### config.mk
export PLATFORM = sky130hd
export DESIGN_NAME = pmc_perf_counters
export DESIGN_NICKNAME = d
export VERILOG_FILES = /design/src/common/pmc_pkg.sv /design/src/rtl/pmc_counter_bank.sv /design/src/rtl/pmc_perf_counters.sv
export SDC_FILE = /design/constraint.sdc
export NUM_CORES = 1
export LEC_CHECK = 0
export BUFFER_PORTS_ARGS = -buffer_cell sky130_fd_sc_hd__buf_4
export CAP_MARGIN = 20
export CELL_PAD_IN_SITES_DETAIL_PLACEMENT = 0
export CELL_PAD_IN_SITES_GLOBAL_PLACEMENT = 1
export CORE_MARGIN = 2
export CORE_UTILIZATION = 43
export DETAILED_ROUTE_END_ITERATION = 10
export PLACE_DENSITY_LB_ADDON = 0.05
export SLEW_MARGIN = 20
export SYNTH_ARGS = -nofsm -noshare
export SYNTH_HDL_FRONTEND = slang
export SYNTH_SLANG_ARGS = --single-unit
### constraint.sdc
create_clock -name clock -period 3.4 [get_ports clock]
set_input_delay 0.51 -clock clock [delete_from_list [all_inputs] [get_ports clock]]
set_output_delay 0.51 -clock clock [all_outputs]
set_load 0.02 [all_outputs]
### src/common/pmc_pkg.sv
package pmc_pkg;

	// ------------------------------------------------------------
	// sizes and field positions
	// ------------------------------------------------------------
	localparam int NUM_COUNTERS     = 8;
	localparam int COUNTER_WIDTH    = 46;
	localparam int EVENT_WIDTH      = 2;
	localparam int NUM_GROUPS       = 4;
	localparam int GROUP_WIDTH      = 2;
	localparam int POINTER_WIDTH    = 4;
	localparam int SCALAR_WIDTH     = 64;
	localparam int LOW_SLICE_LSB    = 0;
	localparam int LOW_SLICE_MSB    = 25;
	localparam int HIGH_SLICE_LSB   = 26;
	localparam int HIGH_SLICE_MSB   = 45;
	localparam int LOW_DEST_LSB     = 32;
	localparam int HIGH_DEST_LSB    = 38;
	localparam int DEST_MSB         = 57;
	localparam int TEST_LOW_BIT_A   = 0;
	localparam int TEST_LOW_BIT_B   = 6;
	localparam int TEST_HIGH_BIT    = 26;
	localparam int MAX_STEP         = 3;

	// ------------------------------------------------------------
	// values after reset
	// ------------------------------------------------------------
	localparam logic [POINTER_WIDTH-1:0] POINTER_RESET = 4'h0;
	localparam logic [GROUP_WIDTH-1:0]   GROUP_RESET   = 2'h0;
	localparam logic [COUNTER_WIDTH-1:0] COUNTER_RESET = 46'h0000_0000_0000;

	// ------------------------------------------------------------
	// instruction strobes and read answer
	// ------------------------------------------------------------
	typedef struct packed {
		logic                   select_event_group_instruction;
		logic [GROUP_WIDTH-1:0] group_operand;
		logic                   read_counter_slice_instruction;
		logic                   test_increment_instruction;
	} pmc_cmd_s;

	typedef struct packed {
		logic                    valid;
		logic [SCALAR_WIDTH-1:0] data;
	} pmc_result_s;

	// per-counter event counts for one group, 0..3 each
	typedef logic [NUM_COUNTERS-1:0][EVENT_WIDTH-1:0] pmc_events_t;

endpackage

### src/rtl/pmc_counter_bank.sv
`timescale 1ns/1ps

// small memory of counters, read data from a register
module pmc_counter_bank #(
	parameter int DEPTH = 8,
	parameter int WIDTH = 46
) (
	// clock and reset
	input  wire logic                     clock,
	input  wire logic                     rst,
	input  wire logic                     clock_en,
	// per-entry next values
	input  wire logic [DEPTH-1:0]         write_en,
	input  wire logic [DEPTH-1:0][WIDTH-1:0] write_data,
	// registered read port
	input  wire logic [$clog2(DEPTH)-1:0] read_addr,
	output logic      [WIDTH-1:0]         read_data,
	// whole array for the counting adders
	output logic      [DEPTH-1:0][WIDTH-1:0] entries
);
	import pmc_pkg::*;

	logic [DEPTH-1:0][WIDTH-1:0] mem_reg;
	logic [DEPTH-1:0][WIDTH-1:0] mem_next;
	logic [WIDTH-1:0]            read_reg;
	logic [WIDTH-1:0]            read_next;

	// ------------------------------------------------------------
	// next state
	// ------------------------------------------------------------
	always_comb begin
		mem_next  = mem_reg;
		read_next = mem_reg[read_addr];
		for (int i = 0; i < DEPTH; i++) begin
			if (write_en[i]) begin
				mem_next[i] = write_data[i];
			end
		end
	end

	// ------------------------------------------------------------
	// registers
	// ------------------------------------------------------------
	always_ff @(posedge clock) begin
		if (rst) begin
			mem_reg  <= '0;
			read_reg <= '0;
		end else if (clock_en) begin
			mem_reg  <= mem_next;
			read_reg <= read_next;
		end
	end

	assign read_data = read_reg;
	assign entries   = mem_reg;
endmodule

### src/rtl/pmc_perf_counters.sv
`timescale 1ns/1ps

// What this block does
// user mode adds 0..3 events per period
// count only in user mode
// group select picks group, clears counters
// instructions issued only in monitor mode; the block takes them in either mode, only the test add needs monitor mode
// groups zero and one event map
// groups two and three event map
// read copies one slice to destination
// monitor entry zeroes slice pointer
// each read advances pointer by one; a read on the monitor-entry edge leaves the pointer at zero
// even pointer low slice, counter pointer/2
// low slice bits 0-25 to 32-57
// high slice bits 26-45 to 38-57
// two periods between reads
// test increment bits 0,6 or 26
// test increment leaves pointer alone
// one period between test increments
// test increment writes all ones; a read answer due on the same edge puts its slice field in place of the ones
// counters and pointer wrap
module pmc_perf_counters #(
	parameter int NUM_CNT = pmc_pkg::NUM_COUNTERS,
	parameter int CNT_W   = pmc_pkg::COUNTER_WIDTH
) (
	// clock, reset, enable
	input  wire logic                clock,
	input  wire logic                rst,
	input  wire logic                clock_en,
	// processor mode
	input  wire logic                monitor_mode,
	// event sources, one count per group and counter
	input  wire pmc_pkg::pmc_events_t group0_events,
	input  wire pmc_pkg::pmc_events_t group1_events,
	input  wire pmc_pkg::pmc_events_t group2_events,
	input  wire pmc_pkg::pmc_events_t group3_events,
	// instruction strobes
	input  wire pmc_pkg::pmc_cmd_s    cmd,
	// scalar destination write
	output pmc_pkg::pmc_result_s      result,
	// visible state
	output logic [pmc_pkg::GROUP_WIDTH-1:0]   group_sel,
	output logic [pmc_pkg::POINTER_WIDTH-1:0] slice_pointer
);
	import pmc_pkg::*;

	// width of a counter index
	localparam int ADDR_W = $clog2(NUM_CNT);

	typedef enum logic [1:0] {
		PMC_IDLE = 2'b01,
		PMC_READ = 2'b10
	} pmc_state_e;

	// ------------------------------------------------------------
	// state
	// ------------------------------------------------------------
	pmc_state_e                 state_reg, state_next;
	logic [GROUP_WIDTH-1:0]     group_reg, group_next;
	logic [POINTER_WIDTH-1:0]   ptr_reg, ptr_next;
	logic                       mon_reg, mon_next;
	logic                       odd_reg, odd_next;
	pmc_result_s                res_reg, res_next;
	pmc_events_t                sel_events;
	logic [NUM_CNT-1:0]         wr_en;
	logic [NUM_CNT-1:0][CNT_W-1:0] wr_data;
	logic [NUM_CNT-1:0][CNT_W-1:0] cnt;
	logic [CNT_W-1:0]           rd_data;
	logic [CNT_W-1:0]           test_mask;
	logic [$clog2(NUM_CNT)-1:0] rd_addr;
	logic                       monitor_entry;

	// counter memory, read slot registered for the answer
	// the slot loads every enabled edge; only the read machine looks at it
	pmc_counter_bank #(
		.DEPTH(NUM_CNT),
		.WIDTH(CNT_W)
	) u_bank (
		.clock     (clock),
		.rst       (rst),
		.clock_en  (clock_en),
		.write_en  (wr_en),
		.write_data(wr_data),
		.read_addr (rd_addr),
		.read_data (rd_data),
		.entries   (cnt)
	);

	// ------------------------------------------------------------
	// event group mux
	// ------------------------------------------------------------
	// the event wiring per group lives in the sources; here only selection
	// group only changes with a select, which clears the counts as well
	always_comb begin
		unique case (group_reg)
			2'h0:    sel_events = group0_events;
			2'h1:    sel_events = group1_events;
			2'h2:    sel_events = group2_events;
			default: sel_events = group3_events;
		endcase
	end

	// counter addressed by pointer / 2
	assign rd_addr = ptr_reg[POINTER_WIDTH-1:1];

	// ------------------------------------------------------------
	// monitor entry
	// ------------------------------------------------------------
	// level high now, last enabled sample low; the sample flop resets
	// low, so monitor mode held through reset also parks the pointer
	assign monitor_entry = monitor_mode && !mon_reg;

	// test pattern: even pointer bits 0 and 6, odd pointer bit 26
	// the mask depends on the pointer only; it is added only on a test strobe
	always_comb begin
		test_mask = '0;
		if (ptr_reg[0]) begin
			test_mask[TEST_HIGH_BIT] = 1'b1;
		end else begin
			test_mask[TEST_LOW_BIT_A] = 1'b1;
			test_mask[TEST_LOW_BIT_B] = 1'b1;
		end
	end

	// ------------------------------------------------------------
	// counter updates, one per entry
	// ------------------------------------------------------------
	// the test add is a plain add of the mask, so carries ripple like a count
	// priority: select clears, then the monitor-mode test add, then user-mode
	// counting; the two adds never meet since the mode splits them
	for (genvar i = 0; i < NUM_CNT; i++) begin : g_cnt
		always_comb begin
			wr_en[i]   = 1'b0;
			wr_data[i] = cnt[i];
			if (cmd.select_event_group_instruction) begin
				wr_en[i]   = 1'b1;
				wr_data[i] = COUNTER_RESET;
			end else if (cmd.test_increment_instruction && monitor_mode
					&& rd_addr == ADDR_W'(i)) begin
				wr_en[i]   = 1'b1;
				wr_data[i] = cnt[i] + test_mask;
			end else if (!monitor_mode) begin
				// events never exceed 3 since each count is two bits
				wr_en[i]   = 1'b1;
				wr_data[i] = cnt[i] + CNT_W'(sel_events[i]);
			end
		end
	end

	// ------------------------------------------------------------
	// control and answer next state
	// ------------------------------------------------------------
	// the answer register clears on every enabled edge, so result stands
	// until the next enabled edge and reads zero between answers
	always_comb begin
		state_next = state_reg;
		group_next = group_reg;
		ptr_next   = ptr_reg;
		mon_next   = monitor_mode;
		odd_next   = odd_reg;
		res_next   = '0;
		if (cmd.select_event_group_instruction) begin
			group_next = cmd.group_operand;
		end
		// a test increment is not in this chain, so it never moves the pointer
		if (monitor_entry) begin
			ptr_next = POINTER_RESET;
		end else if (cmd.read_counter_slice_instruction) begin
			ptr_next = ptr_reg + 4'h1;
		end
		if (cmd.test_increment_instruction) begin
			res_next.valid = 1'b1;
			res_next.data  = '1;
		end
		// a read answers one edge after it is taken: the bank slot loads on
		// the taken edge, the answer register on the next one; a second read
		// inside that window finds the machine busy and is lost
		unique case (state_reg)
			PMC_IDLE: begin
				if (cmd.read_counter_slice_instruction) begin
					odd_next   = ptr_reg[0];
					state_next = PMC_READ;
				end
			end
			PMC_READ: begin
				// bank read register now holds the chosen counter
				// a test answer due on this edge keeps its ones outside the slice field, which takes the read data
				res_next.valid = 1'b1;
				if (odd_reg) begin
					res_next.data[DEST_MSB:HIGH_DEST_LSB] =
						rd_data[HIGH_SLICE_MSB:HIGH_SLICE_LSB];
				end else begin
					res_next.data[DEST_MSB:LOW_DEST_LSB] =
						rd_data[LOW_SLICE_MSB:LOW_SLICE_LSB];
				end
				state_next = PMC_IDLE;
			end
		endcase
	end

	// ------------------------------------------------------------
	// registers
	// ------------------------------------------------------------
	// reset acts on any edge; a low clock enable holds every flop
	always_ff @(posedge clock) begin
		if (rst) begin
			state_reg <= PMC_IDLE;
			group_reg <= GROUP_RESET;
			ptr_reg   <= POINTER_RESET;
			mon_reg   <= 1'b0;
			odd_reg   <= 1'b0;
			res_reg   <= '0;
		end else if (clock_en) begin
			state_reg <= state_next;
			group_reg <= group_next;
			ptr_reg   <= ptr_next;
			mon_reg   <= mon_next;
			odd_reg   <= odd_next;
			res_reg   <= res_next;
		end
	end

	// outputs come straight from flops
	assign result        = res_reg;
	assign group_sel     = group_reg;
	assign slice_pointer = ptr_reg;
endmodule
; ---- After elaboration in Yosys (flattened, before gate mapping)
; Index checks and enable logic that the tools add are counted.
[word_totals]
output_inout_bits = 71
elab_cells = 135
input_bits = 73
reg_bits = 489
[classes]
order_cmp = 1
n_mux = 55
n_addsub = 17
eq_ne = 20
n_reduce_logical = 26
[ops]
columns = op, n
row1 = two-way mux 46 bit, 25
row2 = adder 46 x 2 -> 46 bit, 8
row3 = adder 46 x 27 -> 46 bit, 8
row4 = binary-select mux 46 bit (select 3 bit), 1
row5 = two-way mux 65 bit, 1
row6 = one-hot mux 16 bit (3 select lines), 1
row7 = AND reduction 3 bit, 9
row8 = two-way mux 26 bit, 1
row9 = "inequality test 3 x 1 -> 1 bit, second input constant", 8
row10 = two-way mux 1 bit, 20
row11 = two-way mux 20 bit, 1
row12 = "equality test 3 bit, second input constant", 4
row13 = logical AND 1 bit, 10
row14 = two-way mux 4 bit, 2
row15 = "equality test 3 x 2 -> 1 bit, second input constant", 2
row16 = two-way mux 6 bit, 1
row17 = AND reduction 2 bit, 3
row18 = "adder 4 x 1 -> 4 bit, second input constant", 1
row19 = "equality test 2 x 1 -> 1 bit, second input constant", 2
row20 = "equality test 2 bit, second input constant", 2
row21 = "less-than comparator 3 x 4 -> 1 bit, second input constant", 1
row22 = one-hot mux 2 bit (2 select lines), 1
row23 = "equality test 3 x 1 -> 1 bit, second input constant", 1
row24 = logical NOT 3 bit, 1
row25 = other kinds (5), 5

; ---- Longest topological paths before layout
[depth]
depth_word = 6
depth_mapped = 14

; ---- Hierarchy
; From an unflattened synthesis, not the netlist that was laid out.
[unflattened]
hier_cells = 4311
area_unflattened_um2 = 31285.0
[by_module_without_submodules]
columns = module, area_each_um2, seq_area_each_um2, instances, cells_each
row1 = pmc_counter_bank, 16968.8, 8287.9, 1, 2074
row2 = pmc_perf_counters, 14316.2, 760.7, 1, 2237

; ---- Worst setup path before layout
; OpenSTA, ideal clock, no wires.
[synth_timing]
path_type = reg-to-reg
startpoint = register group_reg[0] (netlist: group_sel[0])
endpoint = register u_bank.mem_reg, in the netlist u_bank.entries[36]
slack_ps = -423
setup_ps = 132
stages_incl_launch_ff = 12
t_arrival_ps = 3691
path_buffers = 3
cell_sequence = dfxtp_1 > buf_2 > buf_1 > mux4_2 > a21o_1 > ha_1 > fa_1 > a41o_1 > a31oi_1 > clkbuf_1 > or3_1 > a21oi_1
[synth_between]
elab_chain_cells = 6
elab_cells_between_ends = 8
classes_between = 1 x add/sub / 2 x eq/ne / 4 x mux / 1 x reduce/logical
[synth_rtl]
columns = item, line_no
row1 = start: declaration, pmc_perf_counters.sv:59  ; logic [GROUP_WIDTH-1:0] group_reg, group_next;
row2 = start signal: assignment, pmc_perf_counters.sv:215  ; group_reg <= group_next;
row3 = "equality test 2 bit, or another cell as far along", pmc_perf_counters.sv:95  ; unique case (group_reg)
row4 = one-hot mux 16 bit (3 select lines) (*), pmc_perf_counters.sv:95
row5 = adder 46 x 2 -> 46 bit (*), pmc_perf_counters.sv:145  ; wr_data[i] = cnt[i] + CNT_W'(sel_events[i]);
row6 = two-way mux 46 bit (*), pmc_perf_counters.sv:142  ; end else if (!monitor_mode) begin
row7 = two-way mux 46 bit (*), pmc_perf_counters.sv:138  ; end else if (cmd.test_increment_instruction && monitor_mode
row8 = two-way mux 46 bit (*), pmc_perf_counters.sv:135  ; if (cmd.select_event_group_instruction) begin
row9 = end signal: assignment, pmc_counter_bank.sv:49  ; mem_reg <= mem_next;
row10 = end: declaration, pmc_counter_bank.sv:23  ; logic [DEPTH-1:0][WIDTH-1:0] mem_reg;
; Mark *: on every way between the ends. The rest lies on a longest branch, timed or not. The select of a mux whose other input is x is not followed.
; A chain may end at the register's enable or synchronous reset.

; ---- Worst setup path after layout
[layout_timing]
startpoint = register group_reg[0] (netlist: group_sel[0])
endpoint = register u_bank.mem_reg, in the netlist u_bank.entries[82]
; The elaborated chain is that of the path after synthesis.

==> flow_summary.ini <==
[synthesis]
syn_avg_cell_area_um2 = 8.95
synthesis.nets = 2968
synth_top_area_share = 0.354
synth_common_cells = dfxtp_1, nor2_1, a21oi_1
synthArstFlopShare = 0
synth_top_family_by_area = simple AND/OR/NAND/NOR gates
yosys-top-cells-area = dfxtp_1, mux4_2, a21oi_1
synth_edf_count = 0
syn_inst = 2854
synth_compound_area_frac = 0.147
synth_top_cell_by_area = dfxtp_1
seq_area_frac_synth = 0.354
synth_cell_type_count = 79
synthesis.area_um2 = 25600
ys_seq_elements = 452
synth_xor_area_frac = 0.0507
yosys-mux-area-fraction = 0.137
synth_ff_type = dfxtp_1
synthAdderAreaFrac = 0.0224
synth-simple-area-share = 0.239
yosys_warnings = 0
yosysMostFrequentCell = dfxtp_1

[layout]
seq_area_um2 = 9060
largest_register_ffs = 368
area_growth_pct = 15.9
antennaDiodeCount = 0
num-nets-final = 3050
fillers = 5516
final_layout_size_suffix_gt1_frac = 0.172
multi_input_area_um2 = 15300

[route]
drt-total-wl_um = 84800
ant_nets = 0
route.detailed.drc = 0
routed_via_density = 6.15
drt_iter0_drc = 1673
wl_per_cell_um = 22.6
dr_total_vias = 23100
dr.pass1.iters = 6

[clock_tree]
cts_tree = built
numCtsBuffers = 53
worstSkewPairLatency_ps = 610
clock_path_buffers = 3
cts_setup_buffers = 0
htreeDepth = 2
cts_hold_buf = 0
clk_pin_slew_ps = 60
clock-sinks = 452
root_buffer = clkbuf_16

[placed_design]
place_congestion = 0.876
dp_hpwl_um = 61800
portBuffers = 143

[worst_setup_path]
reg2reg_to = u_bank.entries[82]
crit_type = flop to flop
r2r_cells = 11
critPathRequiredTime_ps = 3890
end_kind = flop
crit_fanout = 18
r2r_slack_ps = 120
r2r_start = group_sel[0]
worstPathArrival_ps = 3770
start_kind = flop

[sta]
tns_ps = 0
max_slew_margin = 0.345
final.period_utilization = 0.966
skew_ps = 16.5
tightest_slew_ps = 981
drv_slew = 0
setup_viol = 0
max_freq_mhz = 304
hold_viol = 0
rsz0062_at_grt = no
min_period_ps = 3280

[die]
ioPinCount = 144
rows = 89
die_h_um = 248
die_w_um = 248
dieArea_um2 = 61400
core_um2 = 58900
start_util = 0.434

[grt]
grt_use_met1 = 0.394
grt_max_degree = 105
track_usage = 0.274
gr-usage-met3 = 0.0367
antenna_found_initial = 1
grt_use_met2 = 0.425
busiest_layer = met2
grt_pass1_wl_um = 130000
grt-ovfl-total = 0
grt_pass1_vias = 21200

[hold_path]
hold_path_class = primary input to flop
min_delay_path_depth = 3
hold_end = group_sel[1]
hp-start = cmd[3]

[pwr]
irDropWorstVdd_v = 0.000371
powerDensity_nw_per_um2 = 418
power.total_mw = 12.4
intPower_mw = 9.37
p_switching_mw = 3.00
leakage_nw = 9.41
swShare = 0.243
p_clk_frac = 0.490
comb_power_share = 0.072
seq_power_share = 0.438

[status]
status = finished, final reports clean

[run]
cap_violations = 0
-- worst max-delay path by stage --
stage	start	end	slack, ps	cells past startpoint
2_1_floorplan	group_sel[0]	u_bank.entries[36]	10	11
3_3_place_gp	monitor_mode	u_bank.entries[218]	90	12
3_5_place_dp	monitor_mode	u_bank.entries[220]	50	12
4_1_cts	group_sel[0]	u_bank.entries[220]	120	10
5_1_grt	group_sel[0]	u_bank.entries[212]	2	11
6_report	group_sel[0]	u_bank.entries[82]	120	11
-- cells by family (layout without fill, tap and decap cells) --
group                    Yosys count  in the layout
adder cells (fa/ha/maj)           41             41
XOR/XNOR                         148            148
multiplexers                     214            214
AO/OA/AOI/OAI                    590            590
AND/OR/NAND/NOR                 1119           1119
buffers and inverters            290            415
flip-flops                       452            452
-- final cells by class --
class                      instances  area share
tap                              773      0.0326
sequential                       452       0.306
timing repair buffer             265      0.0756
inverter                          52     0.00659
multi-input combinational       2112       0.517
clock inverter                    19     0.00857
clock buffer                      79      0.0536
-- stage by stage --
| step | hold WS (ps) | instance area [um^2] | util | instances | worst slack [ps] |
|---|---|---|---|---|---|
| 2_1_floorplan | 439 | 25600 | - | 2854 | 14.8 |
| 3_3_place_gp | 449 | 27800 | 0.471 | 3654 | 91.2 |
| 3_5_place_dp | 464 | 27800 | 0.471 | 3654 | 46.3 |
| 4_1_cts | 158 | 29600 | 0.502 | 3752 | 117 |
| 5_1_grt | 196 | 29600 | 0.503 | 3752 | 2.34 |
| 6_report | 174 | 29600 | 0.503 | 3752 | 116 |
-- cell usage in the layout (no fill, tap or decap), types with 22 or more instances in the layout --
master,instances
nand2_1,183
nand3b_1,23
mux2i_1,101
ha_1,33
and4_1,31
dfxtp_1,448
o21ai_0,90
or4_1,95
clkbuf_16,55
nor3_1,55
xnor2_1,105
or3_1,84
nand3_1,109
xor2_1,43
and3_1,30
mux4_2,108
a21oi_1,229
nor4_1,78
buf_4,245
a211oi_1,59
nor2_1,255
nand4_1,84
o31ai_1,97
inv_1,51
nand2b_1,22
-- routing by layer --
| metal | routed length [um] | vias to the layer above |
|---|---|---|
| met5 | 0 | - |
| met4 | 2640 | 0 |
| met3 | 4870 | 121 |
| met2 | 38000 | 728 |
| met1 | 39300 | 11300 |
| li1 | - | 10900 |
-- power groups by stage --
stage	Combinational [mW]	Sequential, mW	Clock [mW]
2_1_floorplan	0.510	5.55	0
3_3_place_gp	0.875	5.53	0
6_report	0.892	5.42	6.06
4_1_cts	0.892	5.42	6.18
5_1_grt	0.963	5.42	6.39
3_5_place_dp	0.889	5.53	0
-- what timing repair did --
item,in CTS,in global routing
resized for setup,0,4
setup endpoints to repair,0,10
hold endpoints to repair,0,0
-- worst max-delay path, stage by stage, from the launching register on --
cell and delay (ps):
dfxtp_1 350, buf_12 190, mux4_2 550, mux2_2 280, ha_1 240, fa_1 420
and3_1 260, a211oi_2 320, or3_1 230, buf_12 140, or4_1 110, a21oi_1 60
(Power assumes the default switching activity.)
